[src/common/upr_consts.svh]
`ifndef UPR_CONSTS_SVH
`define UPR_CONSTS_SVH

// Register addresses in the special function space
`define UPR_LOW_DATA_ADDR   8'h90
`define UPR_LOW_DIR_ADDR    8'h91
`define UPR_HIGH_DATA_ADDR  8'hA0
`define UPR_HIGH_DIR_ADDR   8'hA1

// Route select registers in the external data space, four in a row
`define UPR_ROUTE_BASE_ADDR 16'hFF90
`define UPR_ROUTE_COUNT     4

// Upper address byte of every special function register
`define UPR_SFR_PAGE        8'h00

// Reset values
`define UPR_DIR_RESET       8'hFF
`define UPR_DATA_RESET      8'hFF
`define UPR_ROUTE_RESET     8'h00
`define UPR_PIN_RESET       9'h1FF
`define UPR_OE_RESET        9'h000

// Field layout of a route select register, and the mask of pin 8's direction register
`define UPR_SEL_W           3
`define UPR_EVEN_LSB        0
`define UPR_ODD_LSB         4
`define UPR_ROUTE_MASK      8'h77
`define UPR_HIGH_MASK       8'h01

// Resource select codes
`define UPR_SEL_TIMER0      3'h2
`define UPR_SEL_TIMER1      3'h3
`define UPR_SEL_IRQ0_HIGH   3'h4
`define UPR_SEL_IRQ1_HIGH   3'h5
`define UPR_SEL_IRQ0_LOW    3'h6
`define UPR_SEL_IRQ1_LOW    3'h7

// Pin counts
`define UPR_LOW_PINS        8
`define UPR_ALL_PINS        9

`endif

[src/common/upr_pkg.sv]
`default_nettype none

package upr_pkg;

  // One CPU access to the block's registers
  typedef struct packed {
    logic        xram;
    logic [15:0] addr;
    logic        wr;
    logic        rd;
    logic [7:0]  wdata;
  } upr_bus_req_t;

  // Internal resource signals fed from the pins
  typedef struct packed {
    logic timer_zero_gate_clock;
    logic timer_one_gate_clock;
    logic irq_zero_request;
    logic irq_one_request;
  } upr_route_t;

endpackage

`default_nettype wire

[src/upr_user_pin_port_router.sv]
// How it works
// Nine user pins, 0 to 8, each with its own direction bit.
// After reset pins are pulled-up inputs until their group's direction register is written.
// Direction bit 0 makes the pin an output, 1 makes it an input.
// Pins 0-7 sit in data register bits 7:0, pin 8 in bit 0 of another.
// Each of pins 0-7 has a 3-bit select field, two per control register.
// Codes 0,1 route nowhere; 2 drives timer 0 input, 3 timer 1 input.
// Codes 4,5 feed irq 0/1 active high; 6,7 feed irq 0/1 active low.
// Several pins on one resource are combined by logical OR.
// The timer control type bit picks edge or level for each pin interrupt.
// Four select registers from 0xFF90, reset to zero, fields at bits 2:0 and 6:4.
// Pin inputs pass two flip-flops before registers or routing see them.
`timescale 1ns/10ps
`include "upr_consts.svh"
`default_nettype none

module upr_user_pin_port_router
  import upr_pkg::*;
(
  input  wire logic         ref_clk,
  input  wire logic         reset_n,
  input  wire upr_bus_req_t bus_req,
  output var  logic [7:0]   bus_rdata_ff,
  output var  logic         bus_rvalid_ff,
  input  wire logic [8:0]   user_pin_in,
  output var  logic [8:0]   user_pin_out_ff,
  output var  logic [8:0]   user_pin_oe_ff,
  output var  logic [8:0]   user_pin_pullup_ff,
  input  wire logic         irq_zero_type,
  input  wire logic         irq_one_type,
  output var  upr_route_t   route_out_ff
);

  ////////////////////////////////////////////////////////////////////////////
  // Helpers

  // Pick the select field of one pin out of its control register
  function automatic logic [2:0] pin_field(input logic [7:0] ctrl, input logic odd);
    pin_field = odd ? ctrl[`UPR_ODD_LSB +: `UPR_SEL_W] : ctrl[`UPR_EVEN_LSB +: `UPR_SEL_W];
  endfunction

  // Pins among 0 to 7 whose select field holds one resource code
  function automatic logic [7:0] sel_hits(input logic [23:0] sels, input logic [2:0] code);
    sel_hits = 8'h00;
    for (int p = 0; p < `UPR_LOW_PINS; p++)
      sel_hits[p] = (sels[p * `UPR_SEL_W +: `UPR_SEL_W] == code);
  endfunction

  ////////////////////////////////////////////////////////////////////////////
  // State

  logic [8:0] sync1_ff;
  logic [8:0] sync2_ff;
  logic [7:0] low_group_direction_ff;
  logic [7:0] high_pin_direction_ff;
  logic [7:0] low_group_data_ff;
  logic [7:0] high_pin_data_ff;
  logic [7:0] route_ctrl_ff [0:`UPR_ROUTE_COUNT-1];
  logic       low_pullup_ff;
  logic       high_pullup_ff;
  logic       irq_zero_lvl_ff;
  logic       irq_one_lvl_ff;

  ////////////////////////////////////////////////////////////////////////////
  // Address decode

  wire logic       sfr_acc       = ~bus_req.xram & (bus_req.addr[15:8] == `UPR_SFR_PAGE);
  wire logic       hit_low_data  = sfr_acc & (bus_req.addr[7:0] == `UPR_LOW_DATA_ADDR);
  wire logic       hit_low_dir   = sfr_acc & (bus_req.addr[7:0] == `UPR_LOW_DIR_ADDR);
  wire logic       hit_high_data = sfr_acc & (bus_req.addr[7:0] == `UPR_HIGH_DATA_ADDR);
  wire logic       hit_high_dir  = sfr_acc & (bus_req.addr[7:0] == `UPR_HIGH_DIR_ADDR);
  wire logic [15:0] route_off    = bus_req.addr - `UPR_ROUTE_BASE_ADDR;
  wire logic       hit_route     = bus_req.xram & (route_off < 16'(`UPR_ROUTE_COUNT));
  wire logic [1:0] route_idx     = route_off[1:0];

  // Write strobes, one per register kind
  wire logic       wr_low_data   = bus_req.wr & hit_low_data;
  wire logic       wr_low_dir    = bus_req.wr & hit_low_dir;
  wire logic       wr_high_data  = bus_req.wr & hit_high_data;
  wire logic       wr_high_dir   = bus_req.wr & hit_high_dir;
  wire logic       wr_route      = bus_req.wr & hit_route;

  // Pin values as software sees them: pin level for inputs, latch for outputs
  wire logic [7:0] low_view  = (sync2_ff[7:0] & low_group_direction_ff)
                             | (low_group_data_ff & ~low_group_direction_ff);
  wire logic       high_view = high_pin_direction_ff[0] ? sync2_ff[8] : high_pin_data_ff[0];

  // Read data mux, unmapped addresses read zero
  logic [7:0] nxt_rdata;
  always_comb
  begin
    nxt_rdata = 8'h00;
    if (hit_low_data)
      nxt_rdata = low_view;
    else if (hit_low_dir)
      nxt_rdata = low_group_direction_ff;
    else if (hit_high_data)
      nxt_rdata = {7'h00, high_view};
    else if (hit_high_dir)
      nxt_rdata = high_pin_direction_ff & `UPR_HIGH_MASK;
    else if (hit_route)
      nxt_rdata = route_ctrl_ff[route_idx] & `UPR_ROUTE_MASK;
  end

  ////////////////////////////////////////////////////////////////////////////
  // Routing of pins 0 to 7 onto the resources

  // Select field of each routable pin, two pins per control register
  wire logic [2:0]  sel_p0     = pin_field(route_ctrl_ff[0], 1'b0);
  wire logic [2:0]  sel_p1     = pin_field(route_ctrl_ff[0], 1'b1);
  wire logic [2:0]  sel_p2     = pin_field(route_ctrl_ff[1], 1'b0);
  wire logic [2:0]  sel_p3     = pin_field(route_ctrl_ff[1], 1'b1);
  wire logic [2:0]  sel_p4     = pin_field(route_ctrl_ff[2], 1'b0);
  wire logic [2:0]  sel_p5     = pin_field(route_ctrl_ff[2], 1'b1);
  wire logic [2:0]  sel_p6     = pin_field(route_ctrl_ff[3], 1'b0);
  wire logic [2:0]  sel_p7     = pin_field(route_ctrl_ff[3], 1'b1);
  wire logic [23:0] sel_all    = {sel_p7, sel_p6, sel_p5, sel_p4,
                                  sel_p3, sel_p2, sel_p1, sel_p0};

  // Pins claimed by each resource; codes 0 and 1 claim nothing
  wire logic [7:0]  hit_t0     = sel_hits(sel_all, `UPR_SEL_TIMER0);
  wire logic [7:0]  hit_t1     = sel_hits(sel_all, `UPR_SEL_TIMER1);
  wire logic [7:0]  hit_irq0_h = sel_hits(sel_all, `UPR_SEL_IRQ0_HIGH);
  wire logic [7:0]  hit_irq1_h = sel_hits(sel_all, `UPR_SEL_IRQ1_HIGH);
  wire logic [7:0]  hit_irq0_l = sel_hits(sel_all, `UPR_SEL_IRQ0_LOW);
  wire logic [7:0]  hit_irq1_l = sel_hits(sel_all, `UPR_SEL_IRQ1_LOW);

  // Synchronised levels of the routable pins
  wire logic [7:0]  low_pins   = sync2_ff[7:0];

  // Claiming pins combined by OR; low-active codes see the inverted pin
  wire logic        nxt_t0       = |(hit_t0 & low_pins);
  wire logic        nxt_t1       = |(hit_t1 & low_pins);
  wire logic        nxt_irq0_lvl = (|(hit_irq0_h & low_pins))
                                 | (|(hit_irq0_l & ~low_pins));
  wire logic        nxt_irq1_lvl = (|(hit_irq1_h & low_pins))
                                 | (|(hit_irq1_l & ~low_pins));

  // Type bit set: one pulse per activation; clear: follow the level
  wire logic nxt_irq0_req = irq_zero_type ? (nxt_irq0_lvl & ~irq_zero_lvl_ff) : nxt_irq0_lvl;
  wire logic nxt_irq1_req = irq_one_type  ? (nxt_irq1_lvl & ~irq_one_lvl_ff)  : nxt_irq1_lvl;

  ////////////////////////////////////////////////////////////////////////////
  // Input synchroniser

  always_ff @(posedge ref_clk)
  begin
    if (!reset_n)
    begin
      sync1_ff <= `UPR_PIN_RESET;
      sync2_ff <= `UPR_PIN_RESET;
    end
    else
    begin
      sync1_ff <= user_pin_in;
      sync2_ff <= sync1_ff;
    end
  end

  ////////////////////////////////////////////////////////////////////////////
  // Direction registers

  // Pin 8 keeps only its own bit, the unused bits stay at input
  always_ff @(posedge ref_clk)
  begin
    if (!reset_n)
    begin
      low_group_direction_ff <= `UPR_DIR_RESET;
      high_pin_direction_ff  <= `UPR_DIR_RESET;
    end
    else
    begin
      if (wr_low_dir)
        low_group_direction_ff <= bus_req.wdata;
      if (wr_high_dir)
        high_pin_direction_ff <= (bus_req.wdata & `UPR_HIGH_MASK) | ~`UPR_HIGH_MASK;
    end
  end

  ////////////////////////////////////////////////////////////////////////////
  // Pull-up hold

  // Any write to a group's direction register releases its pull-ups for good
  always_ff @(posedge ref_clk)
  begin
    if (!reset_n)
    begin
      low_pullup_ff  <= 1'b1;
      high_pullup_ff <= 1'b1;
    end
    else
    begin
      if (wr_low_dir)
        low_pullup_ff <= 1'b0;
      if (wr_high_dir)
        high_pullup_ff <= 1'b0;
    end
  end

  ////////////////////////////////////////////////////////////////////////////
  // Data latches

  // Output latch of pins 0 to 7
  always_ff @(posedge ref_clk)
  begin
    if (!reset_n)
      low_group_data_ff <= `UPR_DATA_RESET;
    else if (wr_low_data)
      low_group_data_ff <= bus_req.wdata;
  end

  // Output latch of pin 8, only bit 0 reaches the pin
  always_ff @(posedge ref_clk)
  begin
    if (!reset_n)
      high_pin_data_ff <= `UPR_DATA_RESET;
    else if (wr_high_data)
      high_pin_data_ff <= bus_req.wdata;
  end

  ////////////////////////////////////////////////////////////////////////////
  // Route select registers

  always_ff @(posedge ref_clk)
  begin
    if (!reset_n)
    begin
      for (int r = 0; r < `UPR_ROUTE_COUNT; r++)
        route_ctrl_ff[r] <= `UPR_ROUTE_RESET;
    end
    else if (wr_route)
      route_ctrl_ff[route_idx] <= bus_req.wdata & `UPR_ROUTE_MASK;
  end

  ////////////////////////////////////////////////////////////////////////////
  // Register read answer

  always_ff @(posedge ref_clk)
  begin
    if (!reset_n)
    begin
      bus_rdata_ff  <= 8'h00;
      bus_rvalid_ff <= 1'b0;
    end
    else
    begin
      bus_rvalid_ff <= bus_req.rd;
      bus_rdata_ff  <= bus_req.rd ? nxt_rdata : 8'h00;
    end
  end

  ////////////////////////////////////////////////////////////////////////////
  // Pin drivers

  // Pin values in pin order; direction bit 0 drives the pin
  wire logic [8:0] nxt_pin_out    = {high_pin_data_ff[0], low_group_data_ff};
  wire logic [8:0] nxt_pin_oe     = ~{high_pin_direction_ff[0], low_group_direction_ff};
  wire logic [8:0] nxt_pin_pullup = {high_pullup_ff, {8{low_pullup_ff}}};

  // Registered so every pin output comes straight from a flop
  always_ff @(posedge ref_clk)
  begin
    if (!reset_n)
    begin
      user_pin_out_ff    <= `UPR_PIN_RESET;
      user_pin_oe_ff     <= `UPR_OE_RESET;
      user_pin_pullup_ff <= `UPR_PIN_RESET;
    end
    else
    begin
      user_pin_out_ff    <= nxt_pin_out;
      user_pin_oe_ff     <= nxt_pin_oe;
      user_pin_pullup_ff <= nxt_pin_pullup;
    end
  end

  ////////////////////////////////////////////////////////////////////////////
  // Resource outputs

  // Timer inputs follow the combined pins, requests follow the type choice
  always_ff @(posedge ref_clk)
  begin
    if (!reset_n)
      route_out_ff <= '0;
    else
    begin
      route_out_ff.timer_zero_gate_clock <= nxt_t0;
      route_out_ff.timer_one_gate_clock  <= nxt_t1;
      route_out_ff.irq_zero_request      <= nxt_irq0_req;
      route_out_ff.irq_one_request       <= nxt_irq1_req;
    end
  end

  ////////////////////////////////////////////////////////////////////////////
  // Interrupt level history

  // Last combined level of each interrupt, for edge detection
  always_ff @(posedge ref_clk)
  begin
    if (!reset_n)
    begin
      irq_zero_lvl_ff <= 1'b0;
      irq_one_lvl_ff  <= 1'b0;
    end
    else
    begin
      irq_zero_lvl_ff <= nxt_irq0_lvl;
      irq_one_lvl_ff  <= nxt_irq1_lvl;
    end
  end

endmodule

`default_nettype wire

[config.mk]
export PLATFORM = sky130hd
export DESIGN_NAME = upr_user_pin_port_router
export DESIGN_NICKNAME = d
export VERILOG_FILES = /design/src/common/upr_pkg.sv /design/src/upr_user_pin_port_router.sv
export VERILOG_INCLUDE_DIRS = /design/src /design/src/common
export SDC_FILE = /design/constraint.sdc
export NUM_CORES = 1
export LEC_CHECK = 0
export CAP_MARGIN = 20
export CELL_PAD_IN_SITES_DETAIL_PLACEMENT = 1
export CELL_PAD_IN_SITES_GLOBAL_PLACEMENT = 2
export CORE_UTILIZATION = 42
export DETAILED_ROUTE_END_ITERATION = 6
export DONT_BUFFER_PORTS = 1
export PLACE_DENSITY = 0.79
export SETUP_SLACK_MARGIN = 0.02
export SLEW_MARGIN = 5
export SYNTH_ARGS = -nofsm -noshare
export SYNTH_HDL_FRONTEND = slang
export SYNTH_SLANG_ARGS = --single-unit
[constraint.sdc]
create_clock -name ref_clk -period 5.1 [get_ports ref_clk]
set_clock_uncertainty 0.05 [all_clocks]
set_input_delay 1.02 -clock ref_clk [delete_from_list [all_inputs] [get_ports ref_clk]]
set_output_delay 1.02 -clock ref_clk [all_outputs]
set_load 0.005 [all_outputs]
==> results of run 1 <==
final timing paths:
| kind | from | endpoint | slack (ns) | depth (start not counted) |
|---|---|---|---|---|
| min | sync1_ff[8] | sync2_ff[8] | 0.37 | 1 |
| max | bus_req[15] | route_ctrl_ff[1][0] | 1.79 | 4 |
| min reg2reg | sync1_ff[8] | sync2_ff[8] | 0.37 | 1 |
| max reg2reg | route_ctrl_ff[2][5] | bus_rdata_ff[6] | 3.52 | 3 |
worst register-to-register path, delay by kind of cell, from the launching register on:
kind,cells,cell delay [ns]
AO/OA/AOI/OAI,2,0.37
multiplexers,1,0.52
flip-flops,1,0.49
metal layers:
metal	vias to the layer above	track usage
met5	-	0
met4	0	0.0735
met3	13	0.0451
met2	90	0.364
met1	1378	0.275
li1	1290	-
cells by family (layout without fill, tap and decap cells):
logic type,Yosys count,in the layout,share of synthesized area
AO/OA/AOI/OAI,46,46,0.0883
multiplexers,28,28,0.0883
buffers and inverters,35,32,0.0414
flip-flops,97,97,0.560
XOR/XNOR,9,9,0.0202
AND/OR/NAND/NOR,154,154,0.201
cell type report:
class / count / share of cell area
Clock inverter: 6 / 0.0133
Inverter: 15 / 0.0136
Clock buffer: 10 / 0.0334
Tap cell: 108 / 0.0328
Sequential cell: 97 / 0.529
Multi-Input combinational cell: 237 / 0.376
Timing Repair Buffer: 1 / 0.00182
sequential cells by signal (all words and copies together), names as in the netlist, 2 cells and up:
name                    cells
bus_rdata_ff                8
low_group_data_ff           8
low_group_direction_ff      8
route_ctrl_ff              24
route_out_ff                4
sync1_ff                    9
sync2_ff                    9
user_pin_oe_ff              9
user_pin_out_ff             9
user_pin_pullup_ff          2
where the power goes:
part | switching [mW] | internal, mW | leakage, nW | total (mW)
Combinational | 0.0407 | 0.0323 | 0.630 | 0.0730
Clock | 0.289 | 0.202 | 0.101 | 0.491
Sequential | 0.0217 | 0.809 | 0.824 | 0.830
placed cells by master (no fill, tap or decap), drive strengths merged, types with 2 or more instances in the layout:
master | Yosys | routed
nand4 | 6 | 6
inv | 15 | 19
a221oi | 8 | 8
clkbuf | 9 | 10
a21oi | 5 | 5
mux4 | 5 | 5
o22ai | 5 | 5
xor2 | 8 | 8
nand4b | 2 | 2
nor3b | 2 | 2
nand2b | 21 | 21
o211ai | 3 | 3
or4 | 2 | 2
mux2i | 22 | 22
o2111ai | 2 | 2
nor4 | 7 | 7
clkinv | 0 | 2
nor3 | 4 | 4
nand3 | 7 | 7
edfxtp | 24 | 24
a21o | 2 | 2
nand2 | 29 | 29
nor2b | 2 | 2
dfxtp | 73 | 73
nand3b | 6 | 6
nor2 | 62 | 62
o32ai | 4 | 4
a221o | 2 | 2
o21ai | 5 | 5
a211oi | 3 | 3
per-stage QoR:
step           cells   util  hold WS [ns]
3_5_place_dp     458  0.444         0.344
4_1_cts          474  0.466         0.370
6_report         474  0.466         0.367
5_1_grt          474  0.466         0.384
3_3_place_gp     458  0.444         0.342
2_1_floorplan    369      -         0.336
==> flow_metrics.env, run 1 <==
export IMPL_grt_setup_unrepaired="no"
export IMPL_yosysMostFrequentCell="sky130_fd_sc_hd__dfxtp_1"
export IMPL_placed_standard_cell_area_sq_um=3930
export IMPL_first_global_vias=2819
export IMPL_dp_slack_ns=1.43
export IMPL_worst_tran_pin_value_ns=0.895
export IMPL_firstDrtPassIters=7
export IMPL_cts_repair_resized=0
export IMPL_die_w_microns=98.3
export IMPL_yosysSeqAreaShare=0.560
export IMPL_syn_avg_cell_area_sq_um=10.6
export IMPL_multiInputGateArea_sq_um=1550
export IMPL_detailedRoute_firstIterationViolations=174
export IMPL_failing_checks="design-rule violations"
export IMPL_finalPower_mw=1.39
export IMPL_htree_levels=3
export IMPL_finalHoldViolations=0
export IMPL_wl_met3_microns=562
export IMPL_route_detailed_vias_per_inst=5.85
export IMPL_detail_route_wl_per_cell_microns=20.8
export IMPL_tritoncts="yes"
export IMPL_drcViolationCount=5
export IMPL_postCtsSetupRepairBufs=0
export IMPL_slew_limit_headroom=0.397
export IMPL_static_leakage_power_nw=1.56
export IMPL_fraction_of_final_layout_cells_with_drive_strength_greater_than_1=0.0765
export IMPL_top_sig_layer="met4"
export IMPL_critical_path_startpoint_type="input port"
export IMPL_synth_top_cell_area_share=0.375
export IMPL_wire_length_of_the_first_global_routing_pass_microns=15500
export IMPL_antenna_cells_inserted=0
export IMPL_min_period_ns=3.31
export IMPL_final_setup_tns_ns=0
export IMPL_synthesized_netlist_net_count=409
export IMPL_io_pins=80
export IMPL_grt_start_max_net_pins=32
export IMPL_final_setup_viol_count=0
export IMPL_clock_insertion_delay_worst_skew_ns=0.37
export IMPL_routedLengthMet1_microns=4360
export IMPL_floorplan_initialDensity=0.440
export IMPL_gr_usage_all_layers=0.216
export IMPL_clkTransAtPathRegs_ns=0.10
export IMPL_worst_hold_path_type="reg2reg"
export IMPL_async_set_or_reset_flop_fraction_in_the_synthesized_netlist=0
export IMPL_rows=34
export IMPL_area_growth_from_synthesis_to_layout_pct=5.91
export IMPL_cp_data_arrival_time_ns=3.26
export IMPL_power_density_nw_per_um2=338
export IMPL_ctsHoldBuffers=0
export IMPL_area_sequential_sq_um=2180
export IMPL_fill_cells=998
export IMPL_antenna_left=0
export IMPL_synth_edf_count=24
export IMPL_dpl_hpwl_microns=7490
export IMPL_yosys_top_cells_count="sky130_fd_sc_hd__dfxtp_1, sky130_fd_sc_hd__nor2_1, sky130_fd_sc_hd__nand2_1, sky130_fd_sc_hd__edfxtp_1, sky130_fd_sc_hd__mux2i_1"
export IMPL_yosys_area_top_type="sky130_fd_sc_hd__dfxtp_1"
export IMPL_max_slew_violation_count=0
export IMPL_fin_crit_sh=0.649
export IMPL_num_vias=2771
export IMPL_synthesis_instances=369
export IMPL_design_die_area_sq_um=9660
export IMPL_post_route_cell_area_sq_um=4130
export IMPL_grt_antenna_before_repair=0
export IMPL_yosys_warnings=0
export IMPL_worst_endpoint_required_ns=5.05
export IMPL_cp_cell_instances="or3b_1, nor4_4, nand2_1, o21ai_0"
export IMPL_postLayoutSetupSlackWorst_ns=1.79
export IMPL_synth_distinct_cells=49
export IMPL_irDropWorstVdd_mv=0.182
export IMPL_status="finished, violations left"
export IMPL_critPathKind="in2reg"
export IMPL_critical_path_slowest_cell="sky130_fd_sc_hd__o21ai_0"
export IMPL_design_final_nets=401
export IMPL_max_cap_violations=0
export IMPL_globalplace_congestion=0.931
export IMPL_postSynth_topFlopCell="sky130_fd_sc_hd__dfxtp_1"
export IMPL_post_synth_instance_area_sq_um=3890
export IMPL_max_stage_delay_ns=0.79
export IMPL_wl_met2_microns=4820
export IMPL_global_route_overflow_total=0
export IMPL_port_buffers=0
export IMPL_yosys_register_bits=97
export IMPL_core_region_area_sq_um=8850
export IMPL_chip_height_microns=98.3
export IMPL_clock_tree_buffer_depth=2
export IMPL_max_freq_mhz=302
export IMPL_synth_top_cells_by_area="sky130_fd_sc_hd__dfxtp_1, sky130_fd_sc_hd__edfxtp_1, sky130_fd_sc_hd__nor2_1"
export IMPL_worst_path_dominant_cell_family="simple AND/OR/NAND/NOR gates"
export IMPL_critPathCaptureType="flip-flop"
export IMPL_inserted_clock_buffers=9
export IMPL_crit_fanout=10
export IMPL_critical_path_n_buffers_inverters=0
export IMPL_cts_sink_count=97
export IMPL_clock_tree_root_cell="sky130_fd_sc_hd__clkbuf_8"
export IMPL_postRouteWirelength_microns=9860
No activity file was read; power rests on OpenSTA's default activity.
==> run 2, diff against run 1 <==
--- a/config.mk
+++ b/config.mk
@@ -9,10 +9,10 @@
 export CAP_MARGIN = 20
 export CELL_PAD_IN_SITES_DETAIL_PLACEMENT = 1
 export CELL_PAD_IN_SITES_GLOBAL_PLACEMENT = 2
-export CORE_UTILIZATION = 42
+export CORE_UTILIZATION = 35
 export DETAILED_ROUTE_END_ITERATION = 6
 export DONT_BUFFER_PORTS = 1
-export PLACE_DENSITY = 0.79
+export PLACE_DENSITY = 0.7
 export SETUP_SLACK_MARGIN = 0.02
 export SLEW_MARGIN = 5
 export SYNTH_ARGS = -nofsm -noshare
==> constraint.sdc (replaced) <==
create_clock -name ref_clk -period 3 [get_ports ref_clk]
set_clock_uncertainty 0.05 [all_clocks]
set_input_delay 0.6 -clock ref_clk [delete_from_list [all_inputs] [get_ports ref_clk]]
set_output_delay 0.6 -clock ref_clk [all_outputs]
set_load 0.005 [all_outputs]
==> run 2 against run 1 <==
The run now ends clean. Worst hold slack lost 0.12 ns. Critical path depth unchanged. Flip-flop and latch count did not move. Critical endpoint is now route_ctrl_ff[3][2].
==> flow_metrics.env, run 2 (synthesis results as in run 1) <==
export IMPL_status="finished clean"
export IMPL_port_buffers=0
export IMPL_critical_path_reg2reg_startpoint="route_ctrl_ff[2][5]"
export IMPL_first_global_vias=2793
export IMPL_slew_limit_headroom=0.573
export IMPL_detailedRoute_firstIterationViolations=157
export IMPL_fraction_of_final_layout_cells_with_drive_strength_greater_than_1=0.0933
export IMPL_detail_route_wl_per_cell_microns=20.0
export IMPL_drcViolationCount=0
export IMPL_largest_register="route_ctrl_ff"
export IMPL_ctsHoldBuffers=0
export IMPL_area_growth_from_synthesis_to_layout_pct=8.61
export IMPL_fin_crit_sh=0.701
export IMPL_htree_levels=3
export IMPL_inserted_clock_buffers=9
export IMPL_max_freq_mhz=476
export IMPL_critical_path_startpoint="bus_req[15]"
export IMPL_antenna_left=0
export IMPL_postLayoutCoreUtil=0.390
export IMPL_layout_cells_non_filler=515
export IMPL_dpl_hpwl_microns=7740
export IMPL_critPathCaptureType="flip-flop"
export IMPL_wire_length_of_the_first_global_routing_pass_microns=16000
export IMPL_largest_reg_flops=24
export IMPL_finalPower_mw=2.35
export IMPL_route_detailed_vias_per_inst=5.22
export IMPL_critical_path_startpoint_type="input port"
export IMPL_holdWs_ns=0.243
export IMPL_num_vias=2688
export IMPL_hp_start="reset_n"
export IMPL_postCtsSetupRepairBufs=0
export IMPL_finalHoldViolations=0
export IMPL_fill_cells=1211
export IMPL_worst_endpoint_required_ns=3.00
export IMPL_grt_antenna_before_repair=0
export IMPL_gr_usage_all_layers=0.193
export IMPL_power_density_nw_per_um2=555
export IMPL_chip_height_microns=107
export IMPL_clock_tree_buffer_depth=2
export IMPL_max_cap_violations=0
export IMPL_clkTransAtPathRegs_ns=0.08
export IMPL_irDropWorstVdd_mv=0.225
export IMPL_rows=38
export IMPL_firstDrtPassIters=4
export IMPL_clock_tree_root_cell="sky130_fd_sc_hd__clkbuf_8"
export IMPL_globalplace_congestion=0.841
export IMPL_clock_insertion_delay_worst_skew_ns=0.37
export IMPL_crit_fanout=6
export IMPL_tritoncts="yes"
export IMPL_worst_tran_pin_value_ns=0.632
export IMPL_final_setup_tns_ns=0
export IMPL_grt_setup_unrepaired="no"
export IMPL_most_frequent_cells_in_the_layout="sky130_fd_sc_hd__dfxtp_1, sky130_fd_sc_hd__nor2_1, sky130_fd_sc_hd__nand2_1"
export IMPL_design_final_nets=410
export IMPL_io_pins=80
export IMPL_postRouteWirelength_microns=10300
export IMPL_cp_data_arrival_time_ns=2.10
export IMPL_design_die_area_sq_um=11600
export IMPL_min_period_ns=2.10
export IMPL_cts_sink_count=97
export IMPL_global_route_overflow_total=0
export IMPL_layout_cells_most_common="sky130_fd_sc_hd__dfxtp_1"
export IMPL_die_w_microns=107
export IMPL_core_region_area_sq_um=10800
export IMPL_worst_hold_path_type="in2reg"
export IMPL_floorplan_initialDensity=0.359
export IMPL_static_leakage_power_nw=1.59
export IMPL_final_setup_viol_count=0
export IMPL_antenna_cells_inserted=0
export IMPL_cts_repair_resized=0
export IMPL_grt_start_max_net_pins=32
export IMPL_numPlacedInstances=499
export IMPL_critPathKind="in2reg"
export IMPL_max_slew_violation_count=0
-- run 2: critical path, stage by stage --
cell and delay (ns):
sky130_fd_sc_hd__or3b_1 0.45, sky130_fd_sc_hd__nor4_4 0.48, sky130_fd_sc_hd__buf_4 0.23, sky130_fd_sc_hd__a41o_1 0.34
-- run 2: cell type report --
cell class                      instances  area (sq um)  area share
Inverter                               15          56.3      0.0133
Clock buffer                           14           178      0.0420
Timing Repair Buffer                   10          75.1      0.0177
Multi-Input combinational cell        237          1550       0.367
Sequential cell                        97          2180       0.516
Tap cell                              140           175      0.0414
Clock inverter                          2          12.5     0.00296
-- run 2: report_power, final --
| part | leakage (nW) | switching (mW) | internal, mW |
|---|---|---|---|
| clock | 0.0952 | 0.422 | 0.384 |
| combinational | 0.674 | 0.0686 | 0.0580 |
| sequential | 0.824 | 0.0395 | 1.37 |
-- run 2: path summary, 6_finish.rpt --
check | to | slack (ns) | cells after the start
setup / recovery | route_ctrl_ff[3][2] | 0.90 | 4
hold / removal | low_pullup_ff | 0.24 | 1
setup reg to reg | bus_rdata_ff[6] | 1.43 | 3
hold reg to reg | sync2_ff[0] | 0.36 | 1
-- run 2: per-stage QoR --
stage / instance area [sq um] / setup slack, ns
finish: 4230 / 0.898
global route: 4230 / 0.797
CTS: 4230 / 0.911
detailed placement: 4040 / 0.509
global placement: 4040 / 0.525
floorplan: 3890 / 0.293
-- run 2: metal layers --
| metal | part of all wire | global-route usage | vias up |
|---|---|---|---|
| li1 | - | - | 1306 |
| met5 | 0 | 0 | - |
| met3 | 0.052 | 0.0430 | 13 |
| met1 | 0.44 | 0.244 | 1292 |
| met2 | 0.49 | 0.313 | 77 |
| met4 | 0.018 | 0.0881 | 0 |
==> run 3, diff against run 2 <==
==> constraint.sdc (replaced) <==
create_clock -name ref_clk -period 1.9 [get_ports ref_clk]
set_clock_uncertainty 0.05 [all_clocks]
set_input_delay 0.38 -clock ref_clk [delete_from_list [all_inputs] [get_ports ref_clk]]
set_output_delay 0.38 -clock ref_clk [all_outputs]
set_load 0.005 [all_outputs]
==> run 3 against run 2 <==
Cell count rose by 1.7%. Combinational power rose by 63%. Sequential power rose by 58%. Via count rose by 3.2%. Highest routed layer unchanged. Worst hold slack got worse by 0.21 ns. Critical path type unchanged.
==> flow_metrics.env, run 3 (synthesis results as in run 1) <==
export IMPL_status="finished clean"
export IMPL_globalplace_congestion=0.830
export IMPL_detail_route_wl_per_cell_microns=19.9
export IMPL_port_buffers=0
export IMPL_max_freq_mhz=587
export IMPL_worst_endpoint_required_ns=1.90
export IMPL_switching_power_uw=883
export IMPL_tritoncts="yes"
export IMPL_critPathCaptureType="flip-flop"
export IMPL_critical_path_startpoint_type="input port"
export IMPL_internal_power_mw=2.92
export IMPL_first_global_vias=2858
export IMPL_worst_tran_pin_value_ns=0.475
export IMPL_fin_crit_sh=0.897
export IMPL_critPathKind="in2reg"
export IMPL_postLayoutSetupSlackWorst_ns=0.196
export IMPL_design_die_area_sq_um=11600
export IMPL_power_sequential_fraction=0.587
export IMPL_fraction_of_final_layout_cells_with_drive_strength_greater_than_1=0.130
export IMPL_post_route_cell_area_sq_um=4350
export IMPL_inserted_clock_buffers=9
export IMPL_detailedRoute_firstIterationViolations=186
export IMPL_ctsHoldBuffers=0
export IMPL_most_frequent_cells_in_the_layout="sky130_fd_sc_hd__dfxtp_1, sky130_fd_sc_hd__nor2_1, sky130_fd_sc_hd__nand2_1"
export IMPL_antenna_left=0
export IMPL_worst_hold_path_type="in2reg"
export IMPL_htree_levels=3
export IMPL_floorplan_initialDensity=0.359
export IMPL_fill_cells=1233
export IMPL_layout_cells_most_common="sky130_fd_sc_hd__dfxtp_1"
export IMPL_holdWs_ns=0.0327
export IMPL_postRouteWirelength_microns=10400
export IMPL_core_region_area_sq_um=10800
export IMPL_postCtsSetupRepairBufs=0
export IMPL_irDropWorstVdd_mv=0.398
export IMPL_firstDrtPassIters=4
export IMPL_clock_tree_buffer_depth=2
export IMPL_power_switching_fraction=0.232
export IMPL_io_pins=80
export IMPL_part_of_the_total_power_dissipated_in_combinational_logic=0.054
export IMPL_slew_limit_headroom=0.682
export IMPL_grt_start_max_net_pins=32
export IMPL_clkTransAtPathRegs_ns=0.09
export IMPL_grt_antenna_before_repair=0
export IMPL_power_density_nw_per_um2=874
export IMPL_design_final_nets=419
export IMPL_finalHoldViolations=0
export IMPL_clock_tree_root_cell="sky130_fd_sc_hd__clkbuf_8"
export IMPL_num_vias=2774
export IMPL_chip_height_microns=107
export IMPL_grt_setup_unrepaired="no"
export IMPL_clock_group_share_of_total_power=0.359
export IMPL_final_setup_viol_count=0
export IMPL_rows=38
export IMPL_postLayoutCoreUtil=0.401
export IMPL_final_setup_tns_ns=0
export IMPL_cts_repair_resized=0
export IMPL_max_cap_violations=0
export IMPL_dp_slack_ns=-0.189
export IMPL_global_route_overflow_total=0
export IMPL_largest_register="route_ctrl_ff"
export IMPL_cts_sink_count=97
export IMPL_static_leakage_power_nw=1.65
export IMPL_route_detailed_vias_per_inst=5.29
export IMPL_largest_reg_flops=24
export IMPL_dpl_hpwl_microns=7880
export IMPL_gr_usage_all_layers=0.192
export IMPL_min_period_ns=1.70
export IMPL_crit_fanout=6
export IMPL_die_w_microns=107
export IMPL_clock_insertion_delay_worst_skew_ns=0.36
export IMPL_wire_length_of_the_first_global_routing_pass_microns=16100
export IMPL_area_growth_from_synthesis_to_layout_pct=11.7
export IMPL_drcViolationCount=0
export IMPL_max_slew_violation_count=0
export IMPL_antenna_cells_inserted=0
export IMPL_cp_data_arrival_time_ns=1.70
export IMPL_placed_standard_cell_area_sq_um=4150
==> run 3: worst paths after layout <==
| check | endpoint | slack, ns | cells past startpoint | start |
|---|---|---|---|---|
| worst max-delay path | route_ctrl_ff[2][0] | 0.20 | 6 | bus_req[12] |
| worst min register to register | sync2_ff[1] | 0.36 | 1 | sync1_ff[1] |
| worst max register to register | bus_rdata_ff[6] | 0.30 | 3 | route_ctrl_ff[2][5] |
| worst min-delay path | high_pullup_ff | 0.03 | 1 | reset_n |
==> run 3: layout make-up <==
| class | instances | area [sq um] | share of cell area |
|---|---|---|---|
| Inverter | 15 | 56.3 | 0.0129 |
| Sequential cell | 97 | 2180 | 0.502 |
| Clock inverter | 5 | 62.6 | 0.0144 |
| Timing Repair Buffer | 19 | 143 | 0.0328 |
| Multi-Input combinational cell | 237 | 1590 | 0.366 |
| Clock buffer | 11 | 141 | 0.0325 |
| Tap cell | 140 | 175 | 0.0403 |
==> run 3: critical path, cell delays in order <==
cell and delay, ns:
sky130_fd_sc_hd__nor4bb_1 0.27, sky130_fd_sc_hd__nand4_1 0.20, sky130_fd_sc_hd__nor4_4 0.30, sky130_fd_sc_hd__buf_4 0.19, sky130_fd_sc_hd__nand3_2 0.11, sky130_fd_sc_hd__o21ai_4 0.25
==> run 3: per-layer routing <==
metal,share of wire,routed length (microns),GRT usage,vias up
li1,-,-,-,1327
met1,0.46,4770,0.257,1362
met2,0.47,4900,0.299,79
met3,0.060,622,0.0412,6
met4,0.011,114,0.0802,0
met5,0,0,0,-
==> run 3: power by group through the flow <==
stage               Clock (mW)  Sequential, mW  Combinational, mW
floorplan                    0            2.25              0.178
global placement             0            2.28              0.207
detailed placement           0            2.28              0.208
CTS                       1.43            2.23              0.209
global route              1.51            2.24              0.227
finish                    1.36            2.23              0.207
==> run 3: metrics by stage <==
step                      power, mW  std cells
after detailed placement       2.49        508
after floorplan                2.43        369
final                          3.80        524
after CTS                      3.87        524
after global routing           3.97        524
after global placement         2.49        508
